<file path="config.mk">
export PLATFORM = sky130hd
export DESIGN_NAME = sync_sram_fifo_port
export DESIGN_NICKNAME = d
export VERILOG_FILES = /design/src/sync_port_pkg.sv /design/src/sync_sram_fifo_port.sv /design/src/pin_sync.sv
export VERILOG_INCLUDE_DIRS = /design/src /design/src/src
export SDC_FILE = /design/constraint.sdc
export NUM_CORES = 2
export LEC_CHECK = 0
export ABC_AREA = 1
export BUFFER_PORTS_ARGS = -buffer_cell sky130_fd_sc_hd__buf_2
export CORE_MARGIN = 5
export CORE_UTILIZATION = 62
export CTS_CLUSTER_SIZE = 28
export DETAILED_ROUTE_END_ITERATION = 6
export PLACE_DENSITY = 0.89
export SYNTH_ARGS = -nofsm -noshare
export SYNTH_HDL_FRONTEND = slang
export SYNTH_SLANG_ARGS = --single-unit
</file>
<file path="constraint.sdc">
create_clock -name clk -period 74.1 [get_ports clk]
set_clock_uncertainty 0.15 [all_clocks]
set_input_delay 7.41 -clock clk [delete_from_list [all_inputs] [get_ports clk]]
set_output_delay 7.41 -clock clk [all_outputs]
set_load 0.01 [all_outputs]
</file>
<file path="src/sync_port_consts.svh">
// Constants for the synchronous memory port: offsets, fields, resets.
// Assumes a word-addressed register port, one register per aligned word.
`ifndef SYNC_PORT_CONSTS_SVH
`define SYNC_PORT_CONSTS_SVH

`define NUM_PORTS 2
`define REG_ADDR_W 8
`define REG_DATA_W 32
`define SEC_BASE_IDX 8'h00
`define STATUS_IDX 8'h08
`define FLD_RL_LSB 0
`define FLD_WL_LSB 2
`define FLD_EXT_BIT 4
`define FLD_REN_BIT 5
`define FLD_SEL_BIT 6
`define SEC_W 7
`define SEC_RESET 7'h00
`define LINK_PERIOD_NS 320
`define CLK_PERIOD_NS 40

`endif

</file>
<file path="src/sync_port_pkg.sv">
// Types shared by the synchronous memory port.
// Assumes the constants header is compiled alongside.
package sync_port_pkg;
   typedef enum logic [1:0] {ST_IDLE, ST_CMD, ST_TAIL, ST_DESEL} port_state_t;
   typedef logic [1:0] latency_t;
endpackage

</file>
<file path="src/sync_sram_fifo_port.sv">
// Two synchronous memory ports of equal width DW for burst SRAM and FIFOs.
// Assumes interface clocks arrive as pins and are sampled by clk.
`include "sync_port_consts.svh"

module sync_sram_fifo_port
   import sync_port_pkg::*;
#(
   parameter int NSPACE = 4,
   parameter int DW = 32,
   parameter int AW = 20
) (
   input wire logic clk,
   input wire logic sys_rst,
   input wire logic [`REG_ADDR_W-1:0] regAddr,
   input wire logic [`REG_DATA_W-1:0] regWdata,
   input wire logic regWr,
   input wire logic regRd,
   output logic [`REG_DATA_W-1:0] regRdata,
   input wire logic iface_clock_out_one,
   input wire logic iface_clock_out_two,
   input wire logic [`NUM_PORTS-1:0] reqValid,
   input wire logic [`NUM_PORTS-1:0] reqWrite,
   input wire logic [`NUM_PORTS-1:0][1:0] reqSpace,
   input wire logic [`NUM_PORTS-1:0][AW-1:0] reqAddr,
   input wire logic [`NUM_PORTS-1:0][3:0] reqLen,
   input wire logic [`NUM_PORTS-1:0][DW-1:0] reqWdata,
   output logic [`NUM_PORTS-1:0] reqReady,
   output logic [`NUM_PORTS-1:0] wdataTaken,
   output logic [`NUM_PORTS-1:0] rdValid,
   output logic [`NUM_PORTS-1:0][DW-1:0] rdData,
   output logic [`NUM_PORTS-1:0] accessDone,
   output logic [`NUM_PORTS-1:0][NSPACE-1:0] space_chip_enable_n,
   output logic [`NUM_PORTS-1:0] sync_address_strobe_n,
   output logic [`NUM_PORTS-1:0] sync_output_enable_n,
   output logic [`NUM_PORTS-1:0] sync_write_enable_n,
   output logic [`NUM_PORTS-1:0][AW-1:0] memAddr,
   output logic [`NUM_PORTS-1:0][DW-1:0] memDataOut,
   output logic [`NUM_PORTS-1:0] memDataOe,
   input wire logic [`NUM_PORTS-1:0][DW-1:0] memDataIn
);
   localparam int NREG = 2 * NSPACE;

   logic [NREG-1:0][`SEC_W-1:0] secReg;
   logic [NREG-1:0][`SEC_W-1:0] secNext;
   logic [`REG_DATA_W-1:0] rdataReg;
   logic [`REG_DATA_W-1:0] rdataNext;
   logic clkRiseOne;
   logic clkRiseTwo;
   logic [`NUM_PORTS-1:0] busy;

   // Each interface clock is found by its own synchroniser and edge pulse.
   pin_sync #(.W(1)) syncOne (
      .clk(clk),
      .sys_rst(sys_rst),
      .pinIn(iface_clock_out_one),
      .level(),
      .rise(clkRiseOne)
   );

   pin_sync #(.W(1)) syncTwo (
      .clk(clk),
      .sys_rst(sys_rst),
      .pinIn(iface_clock_out_two),
      .level(),
      .rise(clkRiseTwo)
   );

   // Registers 0..NSPACE-1 belong to port 0, the next NSPACE to port 1.
   always_comb begin
      secNext = secReg;
      rdataNext = '0;
      if (regWr && regAddr < 8'(NREG)) begin
         secNext[regAddr[$clog2(NREG)-1:0]] = regWdata[`SEC_W-1:0];
      end
      if (regRd) begin
         if (regAddr < 8'(NREG)) begin
            rdataNext[`SEC_W-1:0] = secReg[regAddr[$clog2(NREG)-1:0]];
         end else if (regAddr == `STATUS_IDX) begin
            rdataNext[`NUM_PORTS-1:0] = busy;
         end
      end
   end

   always_ff @(posedge clk or posedge sys_rst) begin
      if (sys_rst) begin
         secReg <= {NREG{`SEC_RESET}};
         rdataReg <= '0;
      end else begin
         secReg <= secNext;
         rdataReg <= rdataNext;
      end
   end

   assign regRdata = rdataReg;

   for (genvar p = 0; p < `NUM_PORTS; p++) begin : gPort
      port_state_t stReg, stNext;
      logic [`SEC_W-1:0] reqCfg;
      logic [`SEC_W-1:0] curReg, curNext;
      logic [1:0] spaceReg, spaceNext;
      logic isWrReg, isWrNext;
      logic [4:0] beatsReg, beatsNext;
      logic [AW-1:0] addrReg, addrNext;
      logic [1:0] drainReg, drainNext;
      logic [3:0] capPipeReg, capPipeNext;
      logic [3:0] wrEnPipeReg, wrEnPipeNext;
      logic [3:0][DW-1:0] wrDataPipeReg, wrDataPipeNext;
      logic rdCmdReg, rdCmdNext;
      logic readyReg, readyNext;
      logic takenReg, takenNext;
      logic validReg, validNext;
      logic [DW-1:0] dataReg, dataNext;
      logic doneReg, doneNext;
      logic [NSPACE-1:0] ceNReg, ceNNext;
      logic strobeNReg, strobeNNext;
      logic oeNReg, oeNNext;
      logic weNReg, weNNext;
      logic [AW-1:0] outAddrReg, outAddrNext;
      logic [DW-1:0] outDataReg, outDataNext;
      logic outOeReg, outOeNext;
      logic [DW-1:0] dataSync;
      logic tick;
      logic capNow;
      latency_t rl, wl;
      logic ext, ren;

      pin_sync #(.W(DW)) syncData (
         .clk(clk),
         .sys_rst(sys_rst),
         .pinIn(memDataIn[p]),
         .level(dataSync),
         .rise()
      );

      assign reqCfg = secReg[p * NSPACE + int'(reqSpace[p])];
      assign rl = curReg[`FLD_RL_LSB +: 2];
      assign wl = curReg[`FLD_WL_LSB +: 2];
      assign ext = curReg[`FLD_EXT_BIT];
      assign ren = curReg[`FLD_REN_BIT];
      assign tick = curReg[`FLD_SEL_BIT] ? clkRiseTwo : clkRiseOne;
      // A read beat on the pins is sampled by the port at this edge.
      assign capNow = (rl == 2'd0) ? rdCmdReg : capPipeReg[rl - 2'd1];
      assign busy[p] = (stReg != ST_IDLE);

      always_comb begin
         stNext = stReg;
         curNext = curReg;
         spaceNext = spaceReg;
         isWrNext = isWrReg;
         beatsNext = beatsReg;
         addrNext = addrReg;
         drainNext = drainReg;
         capPipeNext = capPipeReg;
         wrEnPipeNext = wrEnPipeReg;
         wrDataPipeNext = wrDataPipeReg;
         rdCmdNext = rdCmdReg;
         readyNext = readyReg;
         takenNext = 1'b0;
         validNext = 1'b0;
         dataNext = dataReg;
         doneNext = 1'b0;
         ceNNext = ceNReg;
         strobeNNext = strobeNReg;
         oeNNext = oeNReg;
         weNNext = weNReg;
         outAddrNext = outAddrReg;
         outDataNext = outDataReg;
         outOeNext = outOeReg;
         if (stReg == ST_IDLE && reqValid[p] && readyReg) begin
            curNext = reqCfg;
            spaceNext = reqSpace[p];
            isWrNext = reqWrite[p];
            beatsNext = {1'b0, reqLen[p]} + 5'h01;
            addrNext = reqAddr[p];
            // Stale pipe bits of the last access would fire a false beat.
            capPipeNext = 4'h0;
            wrEnPipeNext = 4'h0;
            rdCmdNext = 1'b0;
            readyNext = 1'b0;
            stNext = ST_CMD;
         end else if (tick) begin
            // Idle ticks still run, so a deselect strobe lasts one tick.
            capPipeNext = {capPipeReg[2:0], rdCmdReg};
            wrEnPipeNext = {wrEnPipeReg[2:0], 1'b0};
            wrDataPipeNext = {wrDataPipeReg[2:0], reqWdata[p]};
            rdCmdNext = 1'b0;
            if (capNow) begin
               validNext = 1'b1;
               dataNext = dataSync;
            end
            strobeNNext = 1'b1;
            weNNext = 1'b1;
            outOeNext = 1'b0;
            if (wl != 2'd0 && wrEnPipeReg[wl - 2'd1]) begin
               outOeNext = 1'b1;
               outDataNext = wrDataPipeReg[wl - 2'd1];
            end
            case (stReg)
               ST_CMD: begin
                  ceNNext = '1;
                  ceNNext[spaceNext] = 1'b0;
                  // As a FIFO read enable the strobe marks reads only.
                  strobeNNext = ren & isWrReg;
                  oeNNext = isWrReg;
                  weNNext = ~isWrReg;
                  rdCmdNext = ~isWrReg;
                  outAddrNext = addrReg;
                  addrNext = addrReg + AW'(1);
                  beatsNext = beatsReg - 5'h01;
                  if (isWrReg) begin
                     takenNext = 1'b1;
                     wrEnPipeNext[0] = 1'b1;
                     if (wl == 2'd0) begin
                        outOeNext = 1'b1;
                        outDataNext = reqWdata[p];
                     end
                  end
                  if (beatsReg == 5'h01) begin
                     drainNext = isWrReg ? wl : rl;
                     stNext = ST_TAIL;
                  end
               end
               ST_TAIL: begin
                  // Chip enable follows output enable only when extended.
                  if (!ext || isWrReg) begin
                     ceNNext = '1;
                  end
                  if (drainReg == 2'd0) begin
                     oeNNext = 1'b1;
                     ceNNext = '1;
                     doneNext = 1'b1;
                     stNext = ren ? ST_IDLE : ST_DESEL;
                     readyNext = ren;
                  end else begin
                     drainNext = drainReg - 2'd1;
                  end
               end
               ST_IDLE: begin
                  readyNext = 1'b1;
               end
               ST_DESEL: begin
                  // Strobe with every chip enable high deselects the SRAM.
                  strobeNNext = 1'b0;
                  ceNNext = '1;
                  stNext = ST_IDLE;
                  readyNext = 1'b1;
               end
               default: begin
                  stNext = ST_IDLE;
                  readyNext = 1'b1;
               end
            endcase
         end
      end

      always_ff @(posedge clk or posedge sys_rst) begin
         if (sys_rst) begin
            stReg <= ST_IDLE;
            curReg <= `SEC_RESET;
            spaceReg <= 2'd0;
            isWrReg <= 1'b0;
            beatsReg <= 5'h00;
            addrReg <= '0;
            drainReg <= 2'd0;
            capPipeReg <= 4'h0;
            wrEnPipeReg <= 4'h0;
            wrDataPipeReg <= '0;
            rdCmdReg <= 1'b0;
            readyReg <= 1'b1;
            takenReg <= 1'b0;
            validReg <= 1'b0;
            dataReg <= '0;
            doneReg <= 1'b0;
            ceNReg <= '1;
            strobeNReg <= 1'b1;
            oeNReg <= 1'b1;
            weNReg <= 1'b1;
            outAddrReg <= '0;
            outDataReg <= '0;
            outOeReg <= 1'b0;
         end else begin
            stReg <= stNext;
            curReg <= curNext;
            spaceReg <= spaceNext;
            isWrReg <= isWrNext;
            beatsReg <= beatsNext;
            addrReg <= addrNext;
            drainReg <= drainNext;
            capPipeReg <= capPipeNext;
            wrEnPipeReg <= wrEnPipeNext;
            wrDataPipeReg <= wrDataPipeNext;
            rdCmdReg <= rdCmdNext;
            readyReg <= readyNext;
            takenReg <= takenNext;
            validReg <= validNext;
            dataReg <= dataNext;
            doneReg <= doneNext;
            ceNReg <= ceNNext;
            strobeNReg <= strobeNNext;
            oeNReg <= oeNNext;
            weNReg <= weNNext;
            outAddrReg <= outAddrNext;
            outDataReg <= outDataNext;
            outOeReg <= outOeNext;
         end
      end

      assign reqReady[p] = readyReg;
      assign wdataTaken[p] = takenReg;
      assign rdValid[p] = validReg;
      assign rdData[p] = dataReg;
      assign accessDone[p] = doneReg;
      assign space_chip_enable_n[p] = ceNReg;
      assign sync_address_strobe_n[p] = strobeNReg;
      assign sync_output_enable_n[p] = oeNReg;
      assign sync_write_enable_n[p] = weNReg;
      assign memAddr[p] = outAddrReg;
      assign memDataOut[p] = outDataReg;
      assign memDataOe[p] = outOeReg;
   end
endmodule

</file>
<file path="src/pin_sync.sv">
// Two-flop synchroniser with a rising-edge pulse on bit 0.
// Assumes inputs come from outside the clk domain.
module pin_sync #(
   parameter int W = 1
) (
   input wire logic clk,
   input wire logic sys_rst,
   input wire logic [W-1:0] pinIn,
   output logic [W-1:0] level,
   output logic rise
);
   logic [W-1:0] stage1Reg;
   logic [W-1:0] stage2Reg;
   logic lastReg;

   always_ff @(posedge clk or posedge sys_rst) begin
      if (sys_rst) begin
         stage1Reg <= '0;
         stage2Reg <= '0;
         lastReg <= 1'b0;
      end else begin
         stage1Reg <= pinIn;
         stage2Reg <= stage1Reg;
         lastReg <= stage2Reg[0];
      end
   end

   assign level = stage2Reg;
   assign rise = stage2Reg[0] & ~lastReg;
endmodule

</file>
Yosys cells after proc, flatten, opt, wreduce, memory -nomap -nowiden
Cells that the tools add are included.

word-level totals
  register bits after elaboration = 741
  word-level logic and storage cells = 328

cells by class
  add/sub/neg operators = 13
  $lt $le $gt $ge = 13
  equality and inequality tests = 21
  muxes and demuxes = 140
  bitwise logic cells = 12
  reduce and logical (&&, ||, !) cells = 58

operator list
  operator                                                               number
  32-bit two-way mux                                                     10
  32-bit binary-select mux with 2-bit select                             2
  20-bit two-way mux                                                     6
  56-bit bitwise mux                                                     1
  1-bit two-way mux                                                      56
  4-bit two-way mux                                                      12
  7-bit binary-select mux with 3-bit select                              2
  7-bit two-way mux                                                      6
  20-bit by 1-bit adder with 20-bit output (second input constant)       2
  2-bit two-way mux                                                      18
  5-bit two-way mux                                                      7
  4-bit one-hot mux with 3 select lines                                  2
  4-bit AND reduction                                                    6
  7-bit demux with 3-bit select                                          1
  2-bit nonzero test                                                     10
  2-bit by 3-bit < comparator with 1-bit output (second input constant)  6
  3-bit != test (second input constant)                                  6
  3-bit AND reduction                                                    6
  2-bit zero test                                                        8
  7-bit binary-select mux with 2-bit select                              1
  2-bit != test (second input constant)                                  6
  1-bit one-hot mux with 2 select lines                                  6
  2-bit one-hot mux with 3 select lines                                  2
  3-bit nonzero test                                                     4
  other kinds (27)                                                       71

Longest topological paths before layout
  depth in word-level cells = 8
  mapped depth = 14

Hierarchy
Synthesis repeated with hierarchy kept, for this count alone.

second synthesis, totals
  cells, all modules = 3697
  area, all modules = 31571.5 um^2

by module, submodules not included
  module                             times used  cells an instance  area an instance (um^2)  sequential area each (um^2)
  sync_sram_fifo_port                1           3549               28113.2                  15209.6
  pin_sync at gPort[0].syncData ...  2           68                 1640.3                   1626.6
  pin_sync at syncOne ...            2           6                  88.8                     75.1

Worst setup path after synthesis
No wires, ideal clock.

  path kind = in2reg
  from = input port regAddr[0]
  to = register secReg[14] in the netlist's numbering
  setup time = 0.129 ns
  data arrival time = 8.404 ns
  data required time = 73.821 ns
  path slack = 65.417 ns
  stages = 8
  path buffers = 2
  cell sequence = buf_2 inv_2 nand3_1 inv_1 nand2_1 buf_2 nand2_1 o21ai_0

between the ends
  word-level cells in the longest chain between the ends = 5
  elaborated cells between the ends (all ways) = 8

RTL lines
  what                                                                                                                                  line                       source
  start, declared                                                                                                                       sync_sram_fifo_port.sv:14  input wire logic [`REG_ADDR_W-1:0] regAddr,
  3-bit by 4-bit < comparator with 1-bit output / 3-bit by 1-bit greater-or-equal comparator with 1-bit output (equally long branches)  sync_sram_fifo_port.sv:73  secNext[regAddr[$clog2(NREG)-1:0]] = regWdata[`SEC_W-1:0];
  1-bit logical AND                                                                                                                     sync_sram_fifo_port.sv:73
  7-bit two-way mux                                                                                                                     sync_sram_fifo_port.sv:73
  7-bit demux with 3-bit select                                                                                                         sync_sram_fifo_port.sv:73
  56-bit bitwise mux                                                                                                                    sync_sram_fifo_port.sv:73
  end signal, assigned                                                                                                                  sync_sram_fifo_port.sv:86  secReg <= {NREG{`SEC_RESET}};
  end signal, assigned                                                                                                                  sync_sram_fifo_port.sv:89  secReg <= secNext;
  end, declared                                                                                                                         sync_sram_fifo_port.sv:43  logic [NREG-1:0][`SEC_W-1:0] secReg;

Parallel ways exist; a longest one is shown, timed or not.
A chain may end at the register's enable or synchronous reset.

==> metrics.md <==
| Metric | Value |
|---|---|
| Antenna violations before repair | `14` |
| Mean area per synthesized cell | `8.339 sq um` |
| Final setup vio count | `0` |
| Routability cong. | `0.8854` |
| Asr flop ratio synth | `1.000` |
| Cell taking the most area after synthesis | `dfrtp_1` |
| Final Util | `0.7189` |
| Worst rel slew slack | `0.2283` |
| Area share of fa/ha/maj cells after synthesis | `0.008865` |
| Die area | `between 50000 and 60000 sq um` |
| Placed cell count | `between 4000 and 5000` |
| Routed wire length | `83380 um` |
| Vias in the first global route | `between 20000 and 30000` |
| Worst VDD drop | `0.00002761 V` |
| DIE HEIGHT | `around 240 um` |
| Clock root buffer master | `clkbuf_16` |
| Drt wl/cell | `16.86 um` |
| Commonest cells post-synth | `nand2_1, dfrtp_1, o21ai_0` |
| Share of the synthesized area in the top cell type | `0.5589` |
| Ports | `454` |
| Clk_lat worst skew | `0.61 ns` |
| Post-Syn Instances | `3893` |
| Layout cells sized above 1 | `0.1433` |
| Metal-1 WL | `about 34000 um` |
| Fin crit share | `0.1396` |
| Core ar. | `between 50000 and 60000 sq um` |
| Final max-slew violation count | `0` |
| Unrepaired setup endpoints after global routing | `no` |
| Static leakage | `0.01920 uW` |
| Pint | `958.7 uW` |
| Startpoint Class | `primary input` |
| Compound-Gate Fraction of Synth Area | `0.09135` |
| Post-cts sizing count | `0` |
| Total number of yosys warnings | `0` |
| Min-Delay Path Class | `register to register` |
| Nets | `4444` |
| Crit path kind | `primary input to async pin` |
| Register clock-pin slew on the reported worst setup and hold paths | `0.06 ns` |
| Total negative slack | `0 ns` |
| Post-route insts no fill | `4946` |
| Mux cell area share after synthesis | `0.001734` |
| Detail Route met2 WL | `39960 um` |
| Initial Util | `0.6290` |
| Final hold vios | `0` |
| Power per cell area | `~42 nW/um^2` |
| H-tree depth | `3` |
| Layout area overhead | `14.31%` |
| Synth cell types | `43` |
| Synth area leaders | `dfrtp_1, nand2_1, o21ai_0, inv_1, nand3_1` |
| Post-Syn Area | `32460 sq um` |
| CTS tree | `done` |
| Post-synth EDFFs | `0` |
| Outcome | `finished clean` |
| Grt ovf | `0` |
| Critical Path AT | `10.79 ns` |
| Prevailing post-synth register cell | `dfrtp_1` |
| Maxcap violations | `0` |
| Hold Buf Count CTS | `0` |
| First-pass GRT wire length | `134100 um` |
| DIE WIDTH | `238.8 um` |
| HPWL after DPL | `53080 um` |
| Setup bufs post-CTS | `0` |
| GRT Util Overall | `0.2879` |
| Largest net degree at the start of global routing | `roughly 180` |
| Max Fclk | `96.66 MHz` |
| Clk pwr share | `0.249` |
| Psw | `slightly above 600 uW` |
| Total CTS buffers | `75` |
| Synth Area in XOR/XNOR | `0.003777` |
| Seq/Total Area, Yosys | `0.5718` |
| CP max FO | `176` |
| FP Rows | `83` |
| Fin crit period | `between 10 and 15 ns` |
| Vias per cell | `5.460` |
| Switching share of total power | `0.3888` |
| Top Layer Used | `met5` |
| Post-Synth Simple-Gate Area | `0.2477` |
| Metal3 WL | `about 6600 um` |
| PortBufs | `between 400 and 500` |
| Sequential fraction of design power | `0.406` |
| Most frequent cell after synthesis | `nand2_1` |
| Antenna Violating Nets Remaining | `0` |
| Sink Count | `741` |
| Routed vias | `approximately 27000` |
| Combinational share of power | `0.346` |
| Initial DRC Count | `roughly 2700` |
| Worst-case clock buffer depth | `3` |
| Worst-margin pin slew | `1.153 ns` |
| DR DRC count | `0` |
| Largest family of logic cells by synthesized area | `simple AND/OR/NAND/NOR gates` |
| Worst path required time | `~75 ns` |
| Nature of the critical path endpoint | `async pin` |
| #FFs+latches synth | `741` |
| Pre-Repair DR Iteration Count | `6` |
## kinds of logic (layout without fill, tap and decap cells)
| kind of cell | count (synthesis) | in the layout |
|---|---|---|
| AO/OA/AOI/OAI | 546 | 546 |
| XOR/XNOR | 14 | 14 |
| adder cells (fa/ha/maj) | 23 | 23 |
| buffers and inverters | 573 | 907 |
| flip-flops | 741 | 741 |
| multiplexers | 5 | 5 |
| other | 1 | 40 |
| AND/OR/NAND/NOR | 1990 | 1990 |
## power groups by stage
stage               registers, uW  logic [uW]  clock network [uW]
floorplan                     644         362                   0
global placement              632         515                   0
detailed placement            637         535                   0
CTS                           634         544                 395
global route                  653         613                 413
finish                        636         542                 390
## path summary, 6_finish.rpt
check                      cells past startpoint                              to  slack [ns]                       startpoint
max                                            5  gPort[0].syncData.stage1Reg[7]       63.75                          sys_rst
min                                            0     gPort[1].syncData.level[18]        0.19  gPort[1].syncData.stage1Reg[18]
max reg2reg                                   12         gPort[0].outDataReg[14]       69.66               gPort[0].curReg[2]
min reg2reg                                    0     gPort[1].syncData.level[18]        0.19  gPort[1].syncData.stage1Reg[18]
max in group clk                               9         gPort[0].outDataReg[14]       63.81                      reqValid[0]
min in group asynchronous                      2         gPort[1].outAddrReg[15]        6.81                          sys_rst
## per-stage QoR
stage | worst slack (ns) | hold WS (ns) | area (sq um) | total power, uW
finish | 63.75 | 0.1942 | 37110 | 1569
global route | 63.13 | 0.1999 | 37090 | 1679
CTS | 63.65 | 0.1928 | 37070 | 1573
detailed placement | 63.00 | 0.1847 | 34530 | 1172
global placement | 63.00 | 0.1816 | 34530 | 1146
floorplan | 45.77 | 0.1812 | 32550 | 1006
## area by class of cell
type                    count  area [sq um]
flip-flops and latches    741         18570
fillers                  3772         14510
multi-input cells        2603         11600
repair buffers            430          2232
clock buffers             101          2097
inverters                 340          1285
well taps                 680         850.8
clock inverters            36         440.4
diodes                     15         37.54
## layer usage
metal,global-route usage,vias to the layer above
met1,0.3912,12893
met2,0.4626,1059
li1,-,12828
met3,0.05861,216
met4,0.1125,10
met5,0,-
## critical path: stages
cell and delay, ns:
buf_2 0.13, inv_8 0.56, buf_12 0.65, buf_4 0.85, buf_4 0.87
## cell usage in the layout, fill, tap and decap left out, types with 38 or more instances in the layout
cell       instances
clkbuf_16         77
nand3_1          202
nor2_1           190
nand3b_1          38
dfrtp_1          723
o21ai_0          385
a21oi_1           43
o211ai_1          46
inv_1            326
nand2_1         1514
buf_2            403
## registers in the layout, indices dropped and copies added, names as in the netlist, 4 cells and up
| register | count |
|---|---|
| gPort.outDataReg | 64 |
| gPort.wrDataPipeReg | 256 |
| gPort.ceNReg | 8 |
| gPort.dataReg | 64 |
| gPort.outAddrReg | 40 |
| gPort.stReg | 4 |
| gPort.curReg | 14 |
| gPort.syncData.level | 64 |
| gPort.wrEnPipeReg | 8 |
| secReg | 56 |
| gPort.spaceReg | 4 |
| gPort.beatsReg | 10 |
| gPort.drainReg | 4 |
| gPort.syncData.stage1Reg | 64 |
| gPort.capPipeReg | 8 |
| regRdata | 7 |
| gPort.addrReg | 40 |
(Power assumes the default switching activity.)
